## config.mk

```make
export PLATFORM = sky130hd
export DESIGN_NAME = sar_adc_control
export DESIGN_NICKNAME = d
export VERILOG_FILES = /design/src/design/sar_adc_pkg.sv /design/src/design/conv_clock_selector.sv /design/src/design/sar_adc_control.sv
export VERILOG_INCLUDE_DIRS = /design/src /design/src/design
export SDC_FILE = /design/constraint.sdc
export NUM_CORES = 1
export LEC_CHECK = 0
export BUFFER_PORTS_ARGS = -buffer_cell sky130_fd_sc_hd__buf_2
export CORE_AREA = 2 2 88 90
export DETAILED_ROUTE_END_ITERATION = 6
export DIE_AREA = 0 0 90 92
export GPL_TIMING_DRIVEN = 0
export PLACE_DENSITY = 0.76
export SLEW_MARGIN = 20
export SYNTH_ARGS = -nofsm -noshare
export SYNTH_HDL_FRONTEND = slang
export SYNTH_SLANG_ARGS = --single-unit
```

## constraint.sdc

```tcl
create_clock -name mclk -period 1.92 [get_ports mclk]
set_clock_uncertainty 0.1 [all_clocks]
set_input_delay 0.192 -clock mclk [delete_from_list [all_inputs] [get_ports mclk]]
set_output_delay 0.192 -clock mclk [all_outputs]
set_load 0.05 [all_outputs]
```

## src/design/sar_adc_regs.svh

```systemverilog
// Register indices, field positions, reset values and timing counts of the converter control
`ifndef SAR_ADC_REGS_SVH
`define SAR_ADC_REGS_SVH

// Register indices; byte address is four times the index
`define IDX_POWER 16'hff01
`define IDX_CTRL 16'hffd0
`define IDX_PINSEL 16'hffd1
`define IDX_RESLO 16'hffd2
`define IDX_RESHI 16'hffd3
`define IDX_STATUS 16'hffd4
`define IDX_MASK 16'hffe7
`define IDX_FLAG 16'hfff7

// Control word fields
`define CTRL_CHAN_LO 0
`define CTRL_CHAN_HI 1
`define CTRL_CLKSEL 2
`define CTRL_START 3

// Power source word fields
`define PWR_DOUBLER 0
`define PWR_REG_SUPPLY 2
`define PWR_ANA_SUPPLY 3
`define PWR_WMASK 4'hd

// Reset values
`define RST_NIBBLE 4'h0
`define RST_RESULT 8'h00
`define RST_WORD 32'h0000_0000

// Interrupt vector of conversion done
`define CONV_VECTOR 16'h010e

// Conversion timing in conversion-clock cycles, and the first trial bit position
`define CONV_TOTAL_CYC 5'd21
`define SAMPLE_DELAY_CYC 5'd2
`define SAR_FIRST_CYC 5'd12
`define SAR_LAST_CYC 5'd19
`define LOAD_CYC 5'd20
`define SAR_MSB 3'd7

`endif

```

## src/design/sar_adc_pkg.sv

```systemverilog
// Types shared by the converter control modules
package sar_adc_pkg;

  typedef enum logic [1:0] {
    ST_IDLE = 2'b01,
    ST_RUN = 2'b10
  } convState_t;

  typedef struct packed {
    logic half;
    logic tick;
  } selState_t;

  typedef struct packed {
    convState_t state;
    logic [1:0] chan;
    logic clkSel;
    logic [3:0] pinSel;
    logic [3:0] power;
    logic mask;
    logic flag;
    logic [7:0] result;
    logic [7:0] trial;
    logic [2:0] bitPos;
    logic [4:0] cnt;
    logic sampleHold;
    logic convRun;
    logic ack;
    logic [31:0] rdData;
    logic irq;
  } ctlState_t;

endpackage

```

## src/design/conv_clock_selector.sv

```systemverilog
// Conversion clock selector: low oscillator tick or high oscillator tick halved, gated by run
`timescale 1ns/10ps
`include "sar_adc_regs.svh"
module conv_clock_selector
  import sar_adc_pkg::*;
(
  // Clock and reset
  input wire logic mclk,
  input wire logic rstn,
  // Oscillator ticks, one mclk cycle each
  input wire logic lowOscTick,
  input wire logic highOscTick,
  // Control
  input wire logic clkSel,
  input wire logic runEn,
  // Conversion clock enable pulse
  output logic convTick
);

  selState_t s;
  selState_t next_s;

  always_comb begin
    next_s = s;
    next_s.tick = 1'b0;
    if (!runEn) begin
      // Divider restarts with each conversion so the first step is a full period
      next_s.half = 1'b0;
    end else if (clkSel) begin
      if (highOscTick) begin
        next_s.half = ~s.half;
        next_s.tick = s.half;
      end
    end else begin
      next_s.tick = lowOscTick;
    end
  end

  always_ff @(posedge mclk) begin
    if (!rstn) begin
      s <= '0;
    end else begin
      s <= next_s;
    end
  end

  assign convTick = s.tick;

endmodule

```

## src/design/sar_adc_control.sv

```systemverilog
// Control logic of the 8-bit successive-approximation converter with Wishbone registers
`timescale 1ns/10ps
`include "sar_adc_regs.svh"

////////////////////////////////////////////////////////////////////////////////
// Operation
// Pin select bit makes pin analog
// Reset returns pins to port, undriven
// Clock: low oscillator, or high halved
// Conversion clock runs only after start
// Software changes clock source only idle
// No start without clock, no stopping
// Two-bit field selects one of four
// Start bit D3 launches conversion
// Delay, sample, then eight-bit approximation
// Load result, bit 0 least significant
// Selected channel must be analog enabled
// Done flag set right after load
// Mask gates interrupt, flag always sets
// Writing one clears flag, zero keeps
// Interrupt vector is 010E
// Conversion lasts 10.5 us at 2 MHz
// Twenty-one conversion clocks per conversion
module sar_adc_control
  import sar_adc_pkg::*;
#(
  parameter int ADR_W = 18
) (
  // Clock and reset
  input wire logic mclk,
  input wire logic rstn,
  // Wishbone slave
  input wire logic cyc_i,
  input wire logic stb_i,
  input wire logic we_i,
  input wire logic [ADR_W-1:0] adr_i,
  input wire logic [3:0] sel_i,
  input wire logic [31:0] dat_i,
  output logic [31:0] dat_o,
  output logic ack_o,
  // Oscillator ticks
  input wire logic lowOscTick,
  input wire logic highOscTick,
  // Analog core
  input wire logic compHigh,
  output logic [7:0] dacCode,
  output logic sampleHold,
  output logic [1:0] muxSel,
  output logic convClkEn,
  // Shared port pins
  output logic [3:0] analogPinSel,
  // Supply selection
  output logic analogSupplySelect,
  output logic regulatorSupplySelect,
  output logic voltageDoublerOn,
  // Interrupt
  output logic irq,
  output logic [15:0] irqVector
);

  ctlState_t s;
  ctlState_t next_s;
  logic convTick;

  function automatic logic hitIdx(input logic [ADR_W-1:0] adr, input logic [15:0] idx);
    hitIdx = (adr[ADR_W-1:2] == idx);
  endfunction

  function automatic logic [31:0] nib(input logic [3:0] v);
    nib = {28'h0000000, v};
  endfunction

  ////////////////////////////////////////////////////////////////////////////////
  // Conversion clock

  conv_clock_selector u_sel (
    .mclk(mclk),
    .rstn(rstn),
    .lowOscTick(lowOscTick),
    .highOscTick(highOscTick),
    .clkSel(s.clkSel),
    .runEn(s.convRun),
    .convTick(convTick)
  );

  ////////////////////////////////////////////////////////////////////////////////
  // Next state

  logic req;
  logic wrLo;
  logic doneEvt;

  always_comb begin
    next_s = s;
    req = cyc_i && stb_i && !s.ack;
    wrLo = req && we_i && sel_i[0];
    doneEvt = 1'b0;
    next_s.ack = req;

    // Register writes; only byte lane 0 carries the nibble-wide registers
    if (wrLo) begin
      if (hitIdx(adr_i, `IDX_CTRL)) begin
        // Source change mid-conversion is the caller's fault, not guarded here
        next_s.chan = {dat_i[`CTRL_CHAN_HI], dat_i[`CTRL_CHAN_LO]};
        next_s.clkSel = dat_i[`CTRL_CLKSEL];
      end
      if (hitIdx(adr_i, `IDX_PINSEL)) begin
        next_s.pinSel = dat_i[3:0];
      end
      if (hitIdx(adr_i, `IDX_POWER)) begin
        next_s.power = dat_i[3:0] & `PWR_WMASK;
      end
      if (hitIdx(adr_i, `IDX_MASK)) begin
        next_s.mask = dat_i[0];
      end
      if (hitIdx(adr_i, `IDX_FLAG) && dat_i[0]) begin
        next_s.flag = 1'b0;
      end
    end

    // Conversion sequencer
    case (s.state)
      ST_IDLE: begin
        // A start while running is ignored so a result is never cut short
        if (wrLo && hitIdx(adr_i, `IDX_CTRL) && dat_i[`CTRL_START]) begin
          next_s.state = ST_RUN;
          next_s.convRun = 1'b1;
          next_s.cnt = 5'd0;
          next_s.trial = `RST_RESULT;
          next_s.bitPos = `SAR_MSB;
        end
      end
      ST_RUN: begin
        if (convTick) begin
          next_s.cnt = s.cnt + 5'd1;
          if (s.cnt == `SAMPLE_DELAY_CYC - 5'd1) begin
            next_s.sampleHold = 1'b1;
          end
          if (s.cnt == `SAR_FIRST_CYC - 5'd1) begin
            next_s.sampleHold = 1'b0;
            next_s.trial[s.bitPos] = 1'b1;
          end
          if (s.cnt >= `SAR_FIRST_CYC && s.cnt <= `SAR_LAST_CYC) begin
            // Keep or drop the trial bit, then try the next lower one
            next_s.trial[s.bitPos] = compHigh;
            if (s.cnt != `SAR_LAST_CYC) begin
              next_s.trial[s.bitPos - 3'd1] = 1'b1;
              next_s.bitPos = s.bitPos - 3'd1;
            end
          end
          if (s.cnt == `LOAD_CYC) begin
            next_s.result = s.trial;
            doneEvt = 1'b1;
            next_s.state = ST_IDLE;
            next_s.convRun = 1'b0;
            next_s.cnt = 5'd0;
          end
        end
      end
      default: begin
        next_s.state = ST_IDLE;
        next_s.convRun = 1'b0;
        next_s.sampleHold = 1'b0;
      end
    endcase

    // Completion sets the flag after the clear so a coincident event is kept
    if (doneEvt) begin
      next_s.flag = 1'b1;
    end
    next_s.irq = next_s.flag && next_s.mask;

    // Read data; unmapped indices read as zero
    next_s.rdData = `RST_WORD;
    if (req && !we_i) begin
      if (hitIdx(adr_i, `IDX_CTRL)) begin
        next_s.rdData = nib({1'b0, s.clkSel, s.chan});
      end else if (hitIdx(adr_i, `IDX_PINSEL)) begin
        next_s.rdData = nib(s.pinSel);
      end else if (hitIdx(adr_i, `IDX_RESLO)) begin
        next_s.rdData = nib(s.result[3:0]);
      end else if (hitIdx(adr_i, `IDX_RESHI)) begin
        next_s.rdData = nib(s.result[7:4]);
      end else if (hitIdx(adr_i, `IDX_STATUS)) begin
        next_s.rdData = nib({3'b000, s.convRun});
      end else if (hitIdx(adr_i, `IDX_POWER)) begin
        next_s.rdData = nib(s.power);
      end else if (hitIdx(adr_i, `IDX_MASK)) begin
        next_s.rdData = nib({3'b000, s.mask});
      end else if (hitIdx(adr_i, `IDX_FLAG)) begin
        next_s.rdData = nib({3'b000, s.flag});
      end
    end
  end

  ////////////////////////////////////////////////////////////////////////////////
  // State register

  always_ff @(posedge mclk) begin
    if (!rstn) begin
      s.state <= ST_IDLE;
      s.chan <= 2'h0;
      s.clkSel <= 1'b0;
      s.pinSel <= `RST_NIBBLE;
      s.power <= `RST_NIBBLE;
      s.mask <= 1'b0;
      s.flag <= 1'b0;
      s.result <= `RST_RESULT;
      s.trial <= `RST_RESULT;
      s.bitPos <= `SAR_MSB;
      s.cnt <= 5'd0;
      s.sampleHold <= 1'b0;
      s.convRun <= 1'b0;
      s.ack <= 1'b0;
      s.rdData <= `RST_WORD;
      s.irq <= 1'b0;
    end else begin
      s <= next_s;
    end
  end

  ////////////////////////////////////////////////////////////////////////////////
  // Outputs, all straight from flip-flops except the constant interrupt vector

  assign dat_o = s.rdData;
  assign ack_o = s.ack;
  assign dacCode = s.trial;
  assign sampleHold = s.sampleHold;
  assign muxSel = s.chan;
  assign convClkEn = s.convRun;
  assign analogPinSel = s.pinSel;
  assign analogSupplySelect = s.power[`PWR_ANA_SUPPLY];
  assign regulatorSupplySelect = s.power[`PWR_REG_SUPPLY];
  assign voltageDoublerOn = s.power[`PWR_DOUBLER];
  assign irq = s.irq;
  assign irqVector = `CONV_VECTOR;

endmodule

```

# Yosys cells after proc, flatten, opt, wreduce, memory -nomap -nowiden
# Cells that the tools add are included.
# totals
wordCells	123
register_bits	76
in_bits	62
out_inout_bits	69
# classes
muxes	41
eq_ne	20
add_sub_neg	2
reduce_logical	28
order_cmp	6
bitwise_logic	6
# ops
operator	n
$eq 16x16->1 const B	8
$pmux 16 s2	1
$mux 8	3
$mux 11	2
$mux 4	5
$mux 18	1
$mux 1	16
$mux 16	1
$or 8x8->8	2
$logic_and 1x1->1	12
$reduce_and 2->1	6
$reduce_and 3->1	4
$reduce_or 9->1	1
$bwmux 8	1
$lt 3x4->1 const B	2
$mux 2	4
$ne 2x2->1 const B	4
$demux 1 s3	2
$ge 3x1->1 const B	2
$add 5x1->5 const B	1
$eq 5x1->1 const B	1
$eq 5x4->1 const B	1
$eq 5x5->1 const B	1
$ge 5x4->1 const B	1
16 further kinds	21

# Logic depth before layout (Yosys ltp)
# Gate-level depths: netlist of run 1.
# logic_depth
ltp_word	14
ltp_mapped	8
mapped_depth_nobuf	7

# Cells and area by module
# A second synthesis of run 1 with hierarchy kept.
# unflattened
cells_unflattened	396
area_unflattened_um2	3225.6
# modules_own_cells
mod	area_per_inst_um2	n_inst	seq_area_each_um2	cells_per_inst
sar_adc_control	3139.3	1	900.9	387
conv_clock_selector	86.3	1	40.0	9

# Worst setup path before layout of run 1
# No wires, ideal clock.
# synth_path
path_type	flip-flop to flip-flop
from	reg s[74] in the netlist's numbering
to	reg s[43] in the netlist's numbering
period_less_slack_ns	2.046
path_buffers	0
stages_incl_launch_ff	6
t_arrival_ns	1.803
setup_slack_ns	-0.126
setup_time_ns	0.143
t_required_ns	1.677
path_cell_list	dfxtp_1 -> nor2b_1 -> nand2_1 -> nor3_1 -> a21bo_2 -> o311ai_2
# synth_via
elab_chain_len	3
word_cells_on_any_way	9
cone_classes	eq/ne (6); mux (1); reduce/logical (2)
# synth_rtl
item	line_no	text
from (decl)	sar_adc_control.sv:61	ctlState_t s;
from (signal assigned)	sar_adc_control.sv:218	s <= next_s;
$eq 2x2->1 / $eq 2x1->1 (equally long branches)	sar_adc_control.sv:122	case (s.state)
$ne 2x2->1 (no source line), or another cell as far along	-	
$reduce_and 5->1 (no source line)	-	
# Several ways; a longest one is shown, not always the timed one.
# A chain may end at the register's enable or synchronous reset.

# Worst setup path in the final report of run 1
# layout_path
from	reg s[36] in the netlist's numbering
to	reg s (netlist bit dacCode[1])
# layout_via
elab_chain_len	10
word_cells_on_any_way	14
cone_classes	order compare (2); eq/ne (2); mux (8); bitwise (1); reduce/logical (1)
# layout_rtl
item	line_no	text
$eq 5x4->1	sar_adc_control.sv:139	if (s.cnt == `SAR_FIRST_CYC - 5'd1) begin
$mux 8	sar_adc_control.sv:139	
$mux 8	sar_adc_control.sv:134	if (convTick) begin
$mux 8	sar_adc_control.sv:122	
$bwmux 8	sar_adc_control.sv:145	next_s.trial[s.bitPos] = compHigh;
$or 8x8->8 (no source line)	-	
$mux 11	sar_adc_control.sv:146	if (s.cnt != `SAR_LAST_CYC) begin
$mux 11 (*)	sar_adc_control.sv:143	if (s.cnt >= `SAR_FIRST_CYC && s.cnt <= `SAR_LAST_CYC) begin
$mux 18 (*)	sar_adc_control.sv:134	
$pmux 16 s2 (*)	sar_adc_control.sv:122	
# Every way passes the cells marked *; elsewhere a longest branch is shown, timed or not. The select of a mux whose other input is x is not followed.

==> results of run 1 <==
## per-layer routing
| metal | up-vias | track usage, % | routed length [µm] |
|---|---|---|---|
| met2 | 118 | 33.21 | 4047 |
| li1 | 1450 | - | - |
| met1 | 1293 | 24.12 | 3500 |
| met5 | - | 0 | 0 |
| met4 | 0 | 6.667 | 117 |
| met3 | 15 | 4.519 | 502 |
## logic make-up after synthesis
kind of cell / synth area share (%)
and+or+nand+nor: 23.75
buffers and inverters: 19.00
AOI/OAI and AO/OA: 15.72
DFF: 29.77
muxes: 9.105
adders and majority gates: 1.584
xor gates and xnor gates: 0.8315
other: 0.2376
## synthesized netlist by cell type, types with 4 or more instances
library cell  instances
ha_1                  4
nand3_1              11
dfxtp_1              47
nand2b_1              6
o21ai_0              11
clkbuf_1              9
nor4_1                5
a311oi_1              4
nor2_1               30
nand4_1               5
buf_4                63
a21oi_1              11
inv_1                10
nor3_1               12
mux2i_1              22
nand2_1              28
and2_1                4
buf_2                 6
a211oi_1              4
nor2_2                4
nor2b_1               5
## report_power, final
part | switching (µW) | internal (µW) | total [µW]
Clock | 377 | 395 | 772
Sequential | 6.52 | 978 | 984
Combinational | 283 | 111 | 394
## critical path, cell delays in order (launching register included)
cell      delay, ns
dfxtp_4        0.37
ha_4           0.17
nand3b_1       0.22
a32oi_4        0.30
buf_6          0.18
nand2_4        0.05
a311oi_2       0.27
nor3_1         0.06
## registers in the layout, summed over array words and instances, names as in the netlist, 2 cells and up
name / flops
dat_o: 4
muxSel: 2
analogPinSel: 4
s: 21
dacCode: 8
## how the worst min path moves through the flow
| stage | end | slack [ns] | cells past startpoint |
|---|---|---|---|
| after floorplan | muxSel[0]$_SDFFE_PN0N_ | 0.23 | 2 |
| after global placement | analogPinSel[1]$_SDFFE_PN0P_ | 0.35 | 3 |
| after detailed placement | analogPinSel[1]$_SDFFE_PN0P_ | 0.36 | 3 |
| after CTS | analogPinSel[1]$_SDFFE_PN0P_ | 0.03 | 3 |
| after global routing | s[70]$_SDFFE_PN0N_ | 0.04 | 3 |
| final | analogPinSel[1]$_SDFFE_PN0P_ | 0.04 | 3 |
## layout make-up
type,count,area (µm²)
multi-input cells,278,1882
fillers,713,3385
inverters,10,40.04
clock buffers,5,68.82
plain buffers,81,574.3
well taps,102,127.6
repair buffers,63,371.6
clock inverters,3,47.55
flip-flops and latches,47,950.9
## repair_timing
action                                  4_1_cts  5_1_grt
gates cloned                                  1        0
resized for setup                            18       15
pin swaps                                     4        6
endpoints found under the setup margin       13       22
buffers inserted                              4        6
## metrics by stage
stage                TNS [ns]  power, µW
floorplan                   0       1333
global placement       -1.961       1391
detailed placement     -1.867       1394
CTS                 -0.001798       2158
global route          -0.2604       2222
finish                      0       2150
==> impl_metrics.toml, run 1 <==
[cts]
clockBufferDepth = 2
clk_latency_ns = 0.31
numCtsBuffers = 5
cts_root_buffer = "clkbuf_8"
clk_pin_slew_ns = 0.10
cts_num_sinks = 47
htreeDepth = 2
cts_hold_buf = 0
cts_tree = "yes"

[sta]
tightest_slew_ns = 0.6280
fin_crit_sh_pct = 97.47
finalHoldViolations = 0
setup_viol = 0
finalMaxSlewViolations = 0
maxSlewHeadroom_pct = 58.13
rsz0062_at_grt = "yes"
fmax_mhz = 534.4
layout_setup_ws_ns = 0.04859
hold_slack_ns = 0.03605
min_period_ns = 1.871

[worst_setup_path]
regToRegSetupSlack_ns = 0.05
r2r_cells = 7
worstPathArrival_ns = 1.95
cp-end-kind = "flip-flop"
critPathLaunchType = "flip-flop"
r2r_end = "dacCode[1]$_SDFFE_PN0P_"
cp-startpoint = "s[36]$_SDFFE_PN0P_"
crit_fanout = 5
critPathCapture = "dacCode[1]$_SDFFE_PN0P_"
cp.required_ns = 2.00
worst-setup-path-type = "reg -> reg"
r2r_start = "s[36]$_SDFFE_PN0P_"

[logic_synthesis]
synth_largest_area_cell = "dfxtp_1"
ys_warn_count = 0
synth.avg_cell_area_um2 = 8.451
ys_ff_latch = 47
syn_area_um2 = 3161
synth_edf_count = 0
synth_area_leaders = "dfxtp_1 30%, buf_4 15%, mux2i_1 7.0%, nor2_1 3.6%, nand2_1 3.3%"
ys_types = 67
yosysSeqAreaShare_pct = 29.77
ys_dominant_reg_cell = "dfxtp_1"
synth_top_area_share_pct = 29.77
async_reset_ff_share_pct = 0
synthCells = 374

[global_routing]
grtUsageTotal_pct = 19.44
grt_max_degree = 17
gr-total-overflow = 0
grt_pass1_vias = 2618
grt_first_pass_wirelength_um = 13090
antenna_found_initial = 0

[cells_and_area]
area_delta_synth_final_pct = 28.54
fin_area_um2 = 4063
final_cell_mix = "71 x buf_4, 57 x buf_2, 44 x conb_1"
layout.nets = 552
postLayoutCoreUtil_pct = 54.55
final_common_cell = "buf_4"
drive_gt1_share_pct = 37.58
fin_cells = 589
antenna_cells = 0

[floorplan]
dieHeight_um = 92
die_w_um = 90
core_area_um2 = 7447
start_util_pct = 42.44
die_area_um2 = 8280
io_pins = 131
num_rows = 32

[placed_design]
gp_congestion = 0.8584
place_area_um2 = 3719
hpwlAfterDp_um = 5945
dp.cells = 570
pre_cts_ws_ns = -0.2830
portBuffers = 52

[worst_hold_path]
hold_start = "dat_i[1]"
min_path_type = "in -> reg"

[route]
routed_wl_um = 8167
wl_per_cell_um = 13.87
drtPass1Iterations = 4
vias = 2876
viasPerCell = 4.883
drt_iter0_drc = 151
drt.antenna.violating_nets = 0
drc_errors = 0

[flow_run]
drv_cap = 0

[power_and_ir_drop]
p_leak_uw = 0.001782
powerDensity_nw_per_um2 = 529.3
ir_worst_vdd_uv = 224.2

[outcome]
status = "finished, final reports clean"
Note: power is estimated with default switching activity, not from simulation.
==> inputs of run 2 (changes only) <==
--- a/config.mk
+++ b/config.mk
@@ -7,10 +7,13 @@
 export NUM_CORES = 1
 export LEC_CHECK = 0
 export BUFFER_PORTS_ARGS = -buffer_cell sky130_fd_sc_hd__buf_2
-export CORE_AREA = 2 2 88 90
+export CELL_PAD_IN_SITES_DETAIL_PLACEMENT = 0
+export CELL_PAD_IN_SITES_GLOBAL_PLACEMENT = 1
+export CORE_AREA = 2 2 104 106
 export DETAILED_ROUTE_END_ITERATION = 6
-export DIE_AREA = 0 0 90 92
+export DIE_AREA = 0 0 106 108
 export GPL_TIMING_DRIVEN = 0
+export MAX_ROUTING_LAYER = met4
 export PLACE_DENSITY = 0.76
 export SLEW_MARGIN = 20
 export SYNTH_ARGS = -nofsm -noshare
==> impl_metrics.toml, run 2 (synthesis gave the netlist of run 1 again) <==
[outcome]
status = "finished, final reports clean"

[cells_and_area]
fin_cells = 629
largest_reg_flops = 21
drive_gt1_share_pct = 38.95
final_common_cell = "buf_4"
final_cell_mix = "77 x buf_4, 55 x buf_2, 44 x conb_1"
area_delta_synth_final_pct = 31.91
antenna_cells = 0
top_register = "s"
fin_area_um2 = 4169
layout.nets = 558

[worst_setup_path]
critPathLaunchType = "flip-flop"
worstPathArrival_ns = 1.98
crit_fanout = 9
cp.required_ns = 2.00
cp-end-kind = "flip-flop"
worst-setup-path-type = "reg -> reg"

[flow_run]
drv_cap = 0

[floorplan]
num_rows = 37
die_area_um2 = 11450
core_area_um2 = 10230
io_pins = 131
die_w_um = 106
dieHeight_um = 108
start_util_pct = 30.89

[sta]
fmax_mhz = 527.6
hold_slack_ns = 0.04051
fin_crit_sh_pct = 98.71
fin_tns_setup_ns = 0
maxSlewHeadroom_pct = 58.35
setup_viol = 0
finalHoldViolations = 0
finalMaxSlewViolations = 0
tightest_slew_ns = 0.6247
min_period_ns = 1.895
rsz0062_at_grt = "yes"

[placed_design]
dp.cells = 604
portBuffers = 52
hpwlAfterDp_um = 6497
place_area_um2 = 3761
gp_congestion = 0.9090

[worst_hold_path]
min_path_type = "in -> reg"

[global_routing]
antenna_found_initial = 0
gr-total-overflow = 0
grt_pass1_vias = 2703
grtUsageTotal_pct = 15.11
grt_max_degree = 18
grt_first_pass_wirelength_um = 13490

[cts]
clk_pin_slew_ns = 0.10
cts_num_sinks = 47
htreeDepth = 2
numCtsBuffers = 5
cts_root_buffer = "clkbuf_8"
cts_tree = "yes"
clockBufferDepth = 2
clk_latency_ns = 0.31

[route]
wl_per_cell_um = 13.59
drtPass1Iterations = 4
drc_errors = 0
drt.antenna.violating_nets = 0
vias = 2914
drt_iter0_drc = 152
routed_wl_um = 8545
viasPerCell = 4.633

[power_and_ir_drop]
powerDensity_nw_per_um2 = 486.4
p_leak_uw = 0.001805
ir_worst_vdd_uv = 267.3
[run 2: cell types whose count changed in the layout (fill, tap and decap cells not counted), moves of 2 or more]
cell     delta
o31ai_2     +2
buf_2       -2
a21oi_1     -3
a21oi_2     +3
nand2_2     +2
buf_4       +6
o31ai_1     -2
[run 2: final timing paths]
kind / startpoint / end / slack [ns] / cells after the start
max: s[74]$_SDFFE_PN0P_ / dacCode[2]$_SDFFE_PN0P_ / 0.02 / 7
min: dat_i[1] / muxSel[1]$_SDFFE_PN0N_ / 0.04 / 3
max reg2reg: s[74]$_SDFFE_PN0P_ / dacCode[2]$_SDFFE_PN0P_ / 0.02 / 7
min reg2reg: analogPinSel[3]$_SDFFE_PN0P_ / dat_o[3]$_SDFF_PP0_ / 0.39 / 2
[run 2: layout make-up]
type,instances,area [µm²]
Sequential cell,47,953.4
Timing Repair Buffer,69,432.9
Clock buffer,5,68.82
Fill cell,1060,6062
Inverter,10,40.04
Tap cell,136,170.2
Clock inverter,3,25.02
Buffer,81,581.8
Multi-Input combinational cell,278,1897
[run 2: metrics by stage]
step | worst slack [ns] | util, % | total power, µW
after floorplan | 0.01664 | - | 1333
after global placement | -0.3107 | 36.76 | 1396
after detailed placement | -0.3379 | 36.76 | 1397
after CTS | 0.003016 | 39.37 | 2047
after global routing | -0.01945 | 40.75 | 2130
final | 0.02468 | 40.75 | 2028
[run 2: power by group]
part,switching (µW),total [µW],internal [µW]
Combinational,284,398,113
Sequential,6.25,982,976
Clock,382,648,266
Total,672,2030,1360
[run 2: metal layers]
metal | vias to the layer above | routed length [µm] | track usage, %
met5 | - | 0 | -
met4 | 0 | 72 | 3.102
met3 | 7 | 484 | 2.471
met2 | 83 | 4328 | 27.10
met1 | 1362 | 3660 | 17.94
li1 | 1462 | - | -
[run 2: worst max-delay path: stages, from the launching register on]
cell      delay [ns]
dfxtp_4         0.37
nand3b_4        0.17
or4_4           0.46
o21ai_4         0.18
buf_12          0.14
buf_8           0.14
o31a_1          0.16
nor3_2          0.04
[run 2: repair_timing]
item,in CTS,in global routing
hold buffers,0,0
gates resized for setup,20,22
setup endpoints to repair,19,20
pin swaps,4,11
buffers inserted,9,8
endpoints found under the hold margin,0,0
